--- src/bridge_defs.svh ---
// Constants for the USB to two-wire slave data bridge.
// Assumes inclusion by its bare name from every file that needs a figure.
`ifndef BRIDGE_DEFS_SVH
`define BRIDGE_DEFS_SVH

`define MCLK_MHZ 20
`define LATENCY_TIME_US 16000
`define FIFO_DEPTH 8
`define BYTE_WIDTH 8
`define BYTE_BITS 4'd8
`define GC_ADDRESS 8'h00
`define GC_CMD_COUNT 8'h0c
`define GC_CMD_RESET 8'h06
`define GC_CMD_FLUSH 8'h0e
`define COUNT_SATURATE 16'h00ff
`define EMPTY_READ_BYTE 8'hff
`define SLAVE_ADDR_DEFAULT 7'h22

`endif

--- src/bridge_pkg.sv ---
// Types shared by the bridge modules.
// Assumes nothing beyond a SystemVerilog compiler.
`default_nettype none

package bridge_pkg;

    typedef enum logic [2:0] {
        LINE_IDLE,
        LINE_ADDR,
        LINE_ADDR_ACK,
        LINE_WR_DATA,
        LINE_WR_ACK,
        LINE_RD_DATA,
        LINE_RD_ACK
    } line_state_e;

    typedef struct packed {
        logic scl;
        logic sda;
    } line_s;

endpackage

`default_nettype wire

--- src/usb_to_i2c_slave_data_bridge.sv ---
// Data path of a USB to two-wire slave bridge: FIFO and top level.
// Assumes a byte stream from and to the USB function on mclk and a two-wire
// master that alone drives the serial clock.
//
// Contract
// - Bytes from the USB host go into the transmit buffer and leave through slave reads.
// - Bytes written by the master are stored in the receive buffer and forwarded upstream.
// - Receive data goes to the host when the buffer is full or the latency timer expires.
// - Host line settings such as baud rate and handshaking have no effect on the device.
// - All serial protocol handling is internal; the host sees only raw payload bytes.
// - Toward the host the device is a plain byte bridge like a serial-port converter.
// - On every enumeration taken while clkEn is high the stored serial-port option bit is read and reported.
// - The serial-port option reads as disabled until it is programmed otherwise.
// - A read address is not acknowledged while the transmit buffer is empty and no 0x0c count read is pending.
// - A write address or data byte is not acknowledged when it would not fit.
// - One pin shows pending transmit bytes and another shows free receive space.
// - After general-call command 0x0c the next read returns the count, saturated at 0xff.
`default_nettype none
`include "bridge_defs.svh"

module sync_fifo #(
    parameter int WIDTH = `BYTE_WIDTH,
    parameter int DEPTH = `FIFO_DEPTH,
    parameter int LW = $clog2(DEPTH + 1)
) (
    input wire logic mclk,
    input wire logic rst_b,
    input wire logic clkEn,
    input wire logic flush,
    input wire logic inValid,
    output logic inReady,
    input wire logic [WIDTH-1:0] inData,
    output logic outValid,
    input wire logic outReady,
    output logic [WIDTH-1:0] outData,
    output logic [LW-1:0] level
);
    localparam int AW = (DEPTH > 1) ? $clog2(DEPTH) : 1;
    localparam logic [LW-1:0] FULL_LEVEL = LW'(DEPTH);
    localparam logic [AW-1:0] LAST_SLOT = AW'(DEPTH - 1);

    logic [WIDTH-1:0] mem [DEPTH];
    logic [AW-1:0] wrPtr;
    logic [AW-1:0] rdPtr;
    wire logic push = inValid && inReady;
    wire logic pop = outValid && outReady;
    wire logic [LW-1:0] next_level = LW'(level + LW'(push) - LW'(pop));
    wire logic [AW-1:0] wrInc = (wrPtr == LAST_SLOT) ? '0 : AW'(wrPtr + 1'b1);
    wire logic [AW-1:0] rdInc = (rdPtr == LAST_SLOT) ? '0 : AW'(rdPtr + 1'b1);

    // The head entry is read straight from the array; order is strict.
    assign outData = mem[rdPtr];

    always_ff @(posedge mclk) begin
        if (clkEn && push) begin
            mem[wrPtr] <= inData;
        end
    end

    // Full and empty are kept as flags so that both readies come from flops.
    always_ff @(posedge mclk) begin
        if (!rst_b || (clkEn && flush)) begin
            wrPtr <= '0;
            rdPtr <= '0;
            level <= '0;
            inReady <= 1'b1;
            outValid <= 1'b0;
        end else if (clkEn) begin
            wrPtr <= push ? wrInc : wrPtr;
            rdPtr <= pop ? rdInc : rdPtr;
            level <= next_level;
            inReady <= next_level != FULL_LEVEL;
            outValid <= next_level != '0;
        end
    end
endmodule

module usb_to_i2c_slave_data_bridge import bridge_pkg::*; #(
    parameter int DEPTH = `FIFO_DEPTH,
    parameter logic [6:0] SLAVE_ADDR = `SLAVE_ADDR_DEFAULT,
    parameter int LATENCY_CYCLES = `LATENCY_TIME_US * `MCLK_MHZ
) (
    input wire logic mclk,
    input wire logic rst_b,
    input wire logic clkEn,
    input wire logic [7:0] hostTxData,
    input wire logic hostTxValid,
    output logic hostTxReady,
    output logic [7:0] hostRxData,
    output logic hostRxValid,
    input wire logic hostRxReady,
    input wire logic usbEnumerate,
    input wire logic cfgVcpOption,
    output logic virtualSerialPortLayer,
    input wire logic sclIn,
    input wire logic sdaIn,
    output logic sdaOut,
    output logic sdaOeN,
    output logic txDataPendingN,
    output logic rxSpaceFreeN
);
    localparam int LW = $clog2(DEPTH + 1);
    localparam int TW = $clog2(LATENCY_CYCLES + 1);
    localparam logic [TW-1:0] TIMER_LAST = TW'(LATENCY_CYCLES - 1);

    line_s syncA;
    line_s syncB;
    line_s prevLine;
    line_state_e state;
    logic [3:0] bitCnt;
    logic [7:0] shiftIn;
    logic [7:0] shiftOut;
    logic isRead;
    logic isGc;
    logic countPending;
    logic masterAck;
    logic forwarding;
    logic [TW-1:0] latencyTimer;
    logic txOutValid;
    logic [7:0] txHead;
    logic [LW-1:0] txLevel;
    logic rxInReady;
    logic rxOutValid;
    logic [7:0] rxHead;
    logic [LW-1:0] rxLevel;

    wire logic sclRise = !prevLine.scl && syncB.scl;
    wire logic sclFall = prevLine.scl && !syncB.scl;
    wire logic startSeen = prevLine.scl && syncB.scl && prevLine.sda && !syncB.sda;
    wire logic stopSeen = prevLine.scl && syncB.scl && !prevLine.sda && syncB.sda;
    wire logic byteDone = sclFall && bitCnt == `BYTE_BITS;
    wire logic addrHit = shiftIn[7:1] == SLAVE_ADDR;
    wire logic gcHit = shiftIn == `GC_ADDRESS;
    wire logic ackRead = addrHit && shiftIn[0] && (countPending || txOutValid);
    wire logic ackWrite = addrHit && !shiftIn[0] && rxInReady;
    wire logic addrAck = ackRead || ackWrite || gcHit;
    wire logic loadByte = sclFall && ((state == LINE_ADDR_ACK && isRead) ||
                                      (state == LINE_RD_ACK && masterAck));
    wire logic [15:0] txLevelWide = 16'(txLevel);
    wire logic [7:0] countByte = (txLevelWide >= `COUNT_SATURATE) ?
                                 8'(`COUNT_SATURATE) : txLevelWide[7:0];
    wire logic [7:0] nextByte = countPending ? countByte :
                                (txOutValid ? txHead : `EMPTY_READ_BYTE);
    wire logic txPop = loadByte && !countPending && txOutValid;
    wire logic wrByte = byteDone && state == LINE_WR_DATA;
    wire logic rxPush = wrByte && !isGc && rxInReady;
    wire logic wrAck = isGc || rxInReady;
    wire logic flushAll = wrByte && isGc &&
                          (shiftIn == `GC_CMD_RESET || shiftIn == `GC_CMD_FLUSH);
    wire logic rxPop = forwarding && rxOutValid && (!hostRxValid || hostRxReady);

    // Transmit buffer: raw host payload in, drained by slave reads.
    sync_fifo #(.WIDTH(8), .DEPTH(DEPTH), .LW(LW)) txFifo (
        .mclk(mclk),
        .rst_b(rst_b),
        .clkEn(clkEn),
        .flush(flushAll),
        .inValid(hostTxValid),
        .inReady(hostTxReady),
        .inData(hostTxData),
        .outValid(txOutValid),
        .outReady(txPop),
        .outData(txHead),
        .level(txLevel)
    );

    // Receive buffer: bytes written by the master, drained toward the host.
    sync_fifo #(.WIDTH(8), .DEPTH(DEPTH), .LW(LW)) rxFifo (
        .mclk(mclk),
        .rst_b(rst_b),
        .clkEn(clkEn),
        .flush(flushAll),
        .inValid(rxPush),
        .inReady(rxInReady),
        .inData(shiftIn),
        .outValid(rxOutValid),
        .outReady(rxPop),
        .outData(rxHead),
        .level(rxLevel)
    );

    always_ff @(posedge mclk) begin
        if (!rst_b) begin
            syncA <= '1;
            syncB <= '1;
            prevLine <= '1;
        end else if (clkEn) begin
            syncA <= '{scl: sclIn, sda: sdaIn};
            syncB <= syncA;
            prevLine <= syncB;
        end
    end

    // The host stream carries payload only; no line settings reach this logic.
    always_ff @(posedge mclk) begin
        if (!rst_b) begin
            hostRxValid <= 1'b0;
            hostRxData <= '0;
        end else if (clkEn) begin
            if (rxPop) begin
                hostRxValid <= 1'b1;
                hostRxData <= rxHead;
            end else if (hostRxReady) begin
                hostRxValid <= 1'b0;
            end
        end
    end

    // Forwarding opens on a full buffer or timer expiry, and runs until a pop is taken at level one.
    always_ff @(posedge mclk) begin
        if (!rst_b) begin
            forwarding <= 1'b0;
            latencyTimer <= '0;
        end else if (clkEn) begin
            if (forwarding) begin
                forwarding <= rxOutValid && !(rxPop && rxLevel == LW'(1));
                latencyTimer <= '0;
            end else if (!rxOutValid) begin
                latencyTimer <= '0;
            end else if (!rxInReady || latencyTimer == TIMER_LAST) begin
                forwarding <= 1'b1;
                latencyTimer <= '0;
            end else begin
                latencyTimer <= TW'(latencyTimer + 1'b1);
            end
        end
    end

    always_ff @(posedge mclk) begin
        if (!rst_b) begin
            virtualSerialPortLayer <= 1'b0;
            txDataPendingN <= 1'b1;
            rxSpaceFreeN <= 1'b1;
            sdaOut <= 1'b0;
        end else if (clkEn) begin
            if (usbEnumerate) begin
                virtualSerialPortLayer <= cfgVcpOption;
            end
            txDataPendingN <= !txOutValid;
            rxSpaceFreeN <= !rxInReady;
        end
    end

    always_ff @(posedge mclk) begin
        if (!rst_b) begin
            state <= LINE_IDLE;
            bitCnt <= '0;
            shiftIn <= '0;
            shiftOut <= '0;
            isRead <= 1'b0;
            isGc <= 1'b0;
            countPending <= 1'b0;
            masterAck <= 1'b0;
            sdaOeN <= 1'b1;
        end else if (clkEn) begin
            if (startSeen) begin
                state <= LINE_ADDR;
                bitCnt <= '0;
                sdaOeN <= 1'b1;
            end else if (stopSeen) begin
                state <= LINE_IDLE;
                sdaOeN <= 1'b1;
            end else if (sclRise) begin
                shiftIn <= {shiftIn[6:0], syncB.sda};
                bitCnt <= 4'(bitCnt + 1'b1);
                if (state == LINE_RD_ACK) begin
                    masterAck <= !syncB.sda;
                end
            end else if (sclFall) begin
                case (state)
                    LINE_ADDR: begin
                        if (byteDone && addrAck) begin
                            sdaOeN <= 1'b0;
                            state <= LINE_ADDR_ACK;
                            isRead <= shiftIn[0] && !gcHit;
                            isGc <= gcHit;
                        end else if (byteDone) begin
                            state <= LINE_IDLE;
                        end
                    end
                    LINE_ADDR_ACK, LINE_RD_ACK: begin
                        bitCnt <= '0;
                        if (loadByte) begin
                            shiftOut <= {nextByte[6:0], 1'b0};
                            sdaOeN <= nextByte[7];
                            countPending <= 1'b0;
                            state <= LINE_RD_DATA;
                        end else if (state == LINE_ADDR_ACK) begin
                            sdaOeN <= 1'b1;
                            state <= LINE_WR_DATA;
                        end else begin
                            state <= LINE_IDLE;
                        end
                    end
                    LINE_WR_DATA: begin
                        if (byteDone) begin
                            sdaOeN <= !wrAck;
                            state <= LINE_WR_ACK;
                            if (isGc && shiftIn == `GC_CMD_COUNT) begin
                                countPending <= 1'b1;
                            end
                        end
                    end
                    LINE_WR_ACK: begin
                        sdaOeN <= 1'b1;
                        bitCnt <= '0;
                        state <= LINE_WR_DATA;
                    end
                    LINE_RD_DATA: begin
                        if (byteDone) begin
                            sdaOeN <= 1'b1;
                            state <= LINE_RD_ACK;
                        end else begin
                            sdaOeN <= shiftOut[7];
                            shiftOut <= {shiftOut[6:0], 1'b0};
                        end
                    end
                    default: begin
                        state <= LINE_IDLE;
                    end
                endcase
            end
        end
    end
endmodule

`default_nettype wire
--- config.mk ---
export PLATFORM = sky130hd
export DESIGN_NAME = usb_to_i2c_slave_data_bridge
export DESIGN_NICKNAME = d
export VERILOG_FILES = /design/src/bridge_pkg.sv /design/src/usb_to_i2c_slave_data_bridge.sv
export VERILOG_INCLUDE_DIRS = /design/src
export SDC_FILE = /design/constraint.sdc
export NUM_CORES = 1
export LEC_CHECK = 0
export BUFFER_PORTS_ARGS = -buffer_cell sky130_fd_sc_hd__buf_2
export CORE_MARGIN = 2
export CORE_UTILIZATION = 43
export CTS_BUF_LIST = sky130_fd_sc_hd__clkbuf_4 sky130_fd_sc_hd__clkbuf_8
export CTS_CLUSTER_SIZE = 12
export DETAILED_ROUTE_END_ITERATION = 7
export GPL_TIMING_DRIVEN = 0
export SLEW_MARGIN = 30
export SYNTH_ARGS = -nofsm -noshare
export SYNTH_HDL_FRONTEND = slang
export SYNTH_SLANG_ARGS = --single-unit
--- constraint.sdc ---
create_clock -name mclk -period 3.33 [get_ports mclk]
set_input_delay 0.4995 -clock mclk [delete_from_list [all_inputs] [get_ports mclk]]
set_output_delay 0.4995 -clock mclk [all_outputs]
set_load 0.01 [all_outputs]
==> metrics <==
status completed; Critical Path Source syncB[1]$_SDFFE_PN1P_; TritonCTS clock tree built; reg2reg start syncB[1]$_SDFFE_PN1P_; Peak Freq 0.348 GHz; FP Rows 54; minimum clock period 2.87 ns; RSZ-0062 raised after global routing no; global-route wire length before repair 33300 um; vias in the first global route 6324; Leak 3.89 nW; max cap viols 0; Max clock buf depth 3; Worst-path clk slew 0.06 ns; Post-synth EDFFs 128; # placed instances 1084; Initial Util 43.9%; 1st-iter DRT viols 335; post-layout util 50.5%; CP Data Required Time 3.76 ns; area grow syn2layout 14.9%; worst skew pair latency 0.55 ns; root buffer cell clkbuf_8; final WL 21100 um; Seq cells post-synth 220; Cell Pwr Density 523 nW/um2; clk_skew 0.0341 ns; Detail Route Antenna Nets 0; fin cells 1158; Post-synth ARST share 0%; vias per cell 5.48; DRC viols 0; setup_tns 0 ns; DR WL/cell 18.3 um; TritonCTS Buffers 38; Worst Tran Pin Value 1.01 ns; fin area 11000 um2; H-tree level count 2; Seq/Total Area, Yosys 59.1%; CP startpoint kind register; vias 6342; post-DP HPWL 14300 um; Max FO, Critical Path 8; pin count of the biggest net entering global routing 16; core area 21900 um2; Hold Path Origin sclIn; ANT cells 0; worst hold slack 0.174 ns; die width 154 um; global route total overflow 0; Area after DPL 10200 um2; syn_nets 811; initial antenna violation count 0; hold_buf cts 0; Setup-failing EPs final 0; Top-Level Pins 32; DRT Pass-1 Iters 5; layout cell share with drive strength beyond 1 19.8%; CTS sink count 220; Die ar. 23600 um2; WP data arrival 3.30 ns; Slew HR 32.7%; synth unique cells 67; GP Congestion 0.855; Die Y 154 um; Filler Cell Count 1927; Peak VDD IR 0.329 mV; Final Hold Fails 0; Synth Instances 769; fin. max-slew vios 0; GRT Total Usage 17.9%; final period utilization 86.3%; I/O Buffers 29; crit path kind register to register; Avg Cell Area, Syn 12.5 um2; Top FF cell, synth edfxtp_1; mapped cell area 9610 um2; CP endpoint kind register; Layout Nets 890; Hold Crit Class primary input to register; Yosys warnings 0
==> area by class of cell <==
class	instances	area, um2	share of cell area [%]
Sequential cell	220	5690	51.5
Timing Repair Buffer	39	215	1.95
Clock inverter	10	77.6	0.702
Buffer	37	183	1.65
Clock buffer	60	732	6.63
Tap cell	280	350	3.17
Inverter	28	105	0.951
Multi-Input combinational cell	484	3700	33.5
==> sequential cells by signal, indices dropped and copies added (netlist names), 2 cells and up, named ones only <==
signal        cells
bitCnt            4
hostRxData        8
latencyTimer     19
prevLine          2
rxFifo.level      4
rxFifo.mem       64
rxFifo.rdPtr      3
rxFifo.wrPtr      3
shiftIn           8
shiftOut          7
state             3
syncA             2
syncB             2
txFifo.level      4
txFifo.mem       64
txFifo.rdPtr      3
txFifo.wrPtr      3
==> synth_stat cells (6+ instances only) <==
| master | instances | share of area (%) |
|---|---|---|
| inv_1 | 27 | 1.1 |
| buf_2 | 7 | 0.36 |
| mux4_2 | 32 | 7.5 |
| a21o_1 | 10 | 0.78 |
| edfxtp_1 | 128 | 40 |
| nor2b_1 | 9 | 0.59 |
| dfxtp_1 | 92 | 19 |
| or3_1 | 8 | 0.52 |
| clkbuf_1 | 19 | 0.74 |
| mux2i_1 | 39 | 4.1 |
| nand2_1 | 60 | 2.3 |
| a21oi_1 | 38 | 2.0 |
| xnor2_1 | 6 | 0.55 |
| a211oi_1 | 12 | 0.94 |
| nand2b_1 | 7 | 0.46 |
| nor2_1 | 64 | 2.5 |
| a31oi_1 | 10 | 0.65 |
| nor4_1 | 8 | 0.52 |
| o21ai_0 | 32 | 1.7 |
| nand3_1 | 21 | 1.1 |
| nor3_1 | 21 | 1.1 |
| ha_1 | 23 | 3.0 |
| o21a_1 | 8 | 0.62 |
==> critical path, cell delays in order (launching register included) <==
cell	delay [ns]
dfxtp_1	0.34
inv_1	0.08
ha_1	0.30
nand4b_1	0.13
buf_4	0.19
nor4b_4	0.36
ha_1	0.24
inv_1	0.06
fa_1	0.40
xnor2_1	0.16
nor3_1	0.24
nor2b_1	0.17
o21bai_1	0.08
==> power breakdown <==
group | leakage [nW] | total [mW] | switching, mW | internal (mW)
clock | 0.429 | 2.54 | 1.07 | 1.48
combinational | 1.52 | 0.301 | 0.187 | 0.114
sequential | 1.94 | 2.93 | 0.0296 | 2.90
==> metrics by stage <==
stage	power [mW]	worst slack, ns
finish	5.78	0.457
global route	6.00	0.272
CTS	5.85	0.00732
detailed placement	3.28	0.0128
global placement	3.27	-0.327
floorplan	3.18	0.581
==> placed cells by master, fill, tap and decap left out, types with 7 or more instances in the layout <==
cell type	netlist	final
nor4_1	8	7
nor3_1	21	15
o21ai_0	32	32
nor2_1	64	61
buf_4	3	11
or3_1	8	8
a21oi_1	38	38
mux2i_1	39	39
edfxtp_1	128	128
ha_1	23	23
o21a_1	8	8
nand3_1	21	21
clkbuf_4	0	15
dfxtp_1	92	92
clkbuf_1	19	19
a211oi_1	12	12
nand2b_1	7	7
a31oi_1	10	10
nor2b_1	9	9
a21o_1	10	10
buf_2	7	38
clkbuf_8	0	45
mux4_2	32	32
inv_1	27	27
nand2_1	60	60
==> cells by family (layout without fill, tap and decap cells) <==
group                    count (synthesis)  count (layout)  synth area share [%]
multiplexers                            74              74                  11.9
XOR/XNOR                                 8               8                 0.729
AO/OA/AOI/OAI                          141             141                  9.58
flip-flops                             220             220                  59.1
other                                    1               1                0.0390
buffers and inverters                   65             174                  2.99
AND/OR/NAND/NOR                        235             235                  12.2
adder cells (fa/ha/maj)                 25              25                  3.41
==> layer usage <==
metal / track usage [%] / part of all wire, % / up-vias
met5: 0 / 0 / -
met4: 6.29 / 2.4 / 0
met3: 3.52 / 4.6 / 45
met2: 29.9 / 49 / 161
met1: 23.4 / 44 / 3090
li1: - / - / 3046
==> what timing repair did <==
item	4_1_cts	5_1_grt
pin swaps	0	1
buffers inserted	0	4
hold endpoints to repair	0	0
gates resized for setup	3	2
endpoints found under the setup margin	18	59
==> final timing paths <==
kind                                                       endpoint  slack, ns  depth (start not counted)
worst min register to register  virtualSerialPortLayer$_SDFFE_PN0P_       0.46                          2
worst min-delay path                          syncA[1]$_SDFFE_PN1P_       0.17                          3
worst max-delay path                    rxFifo.inReady$_SDFFE_PP1P_       0.46                         12
worst max register to register          rxFifo.inReady$_SDFFE_PP1P_       0.46                         12
Note: power is estimated with default switching activity, not from simulation.
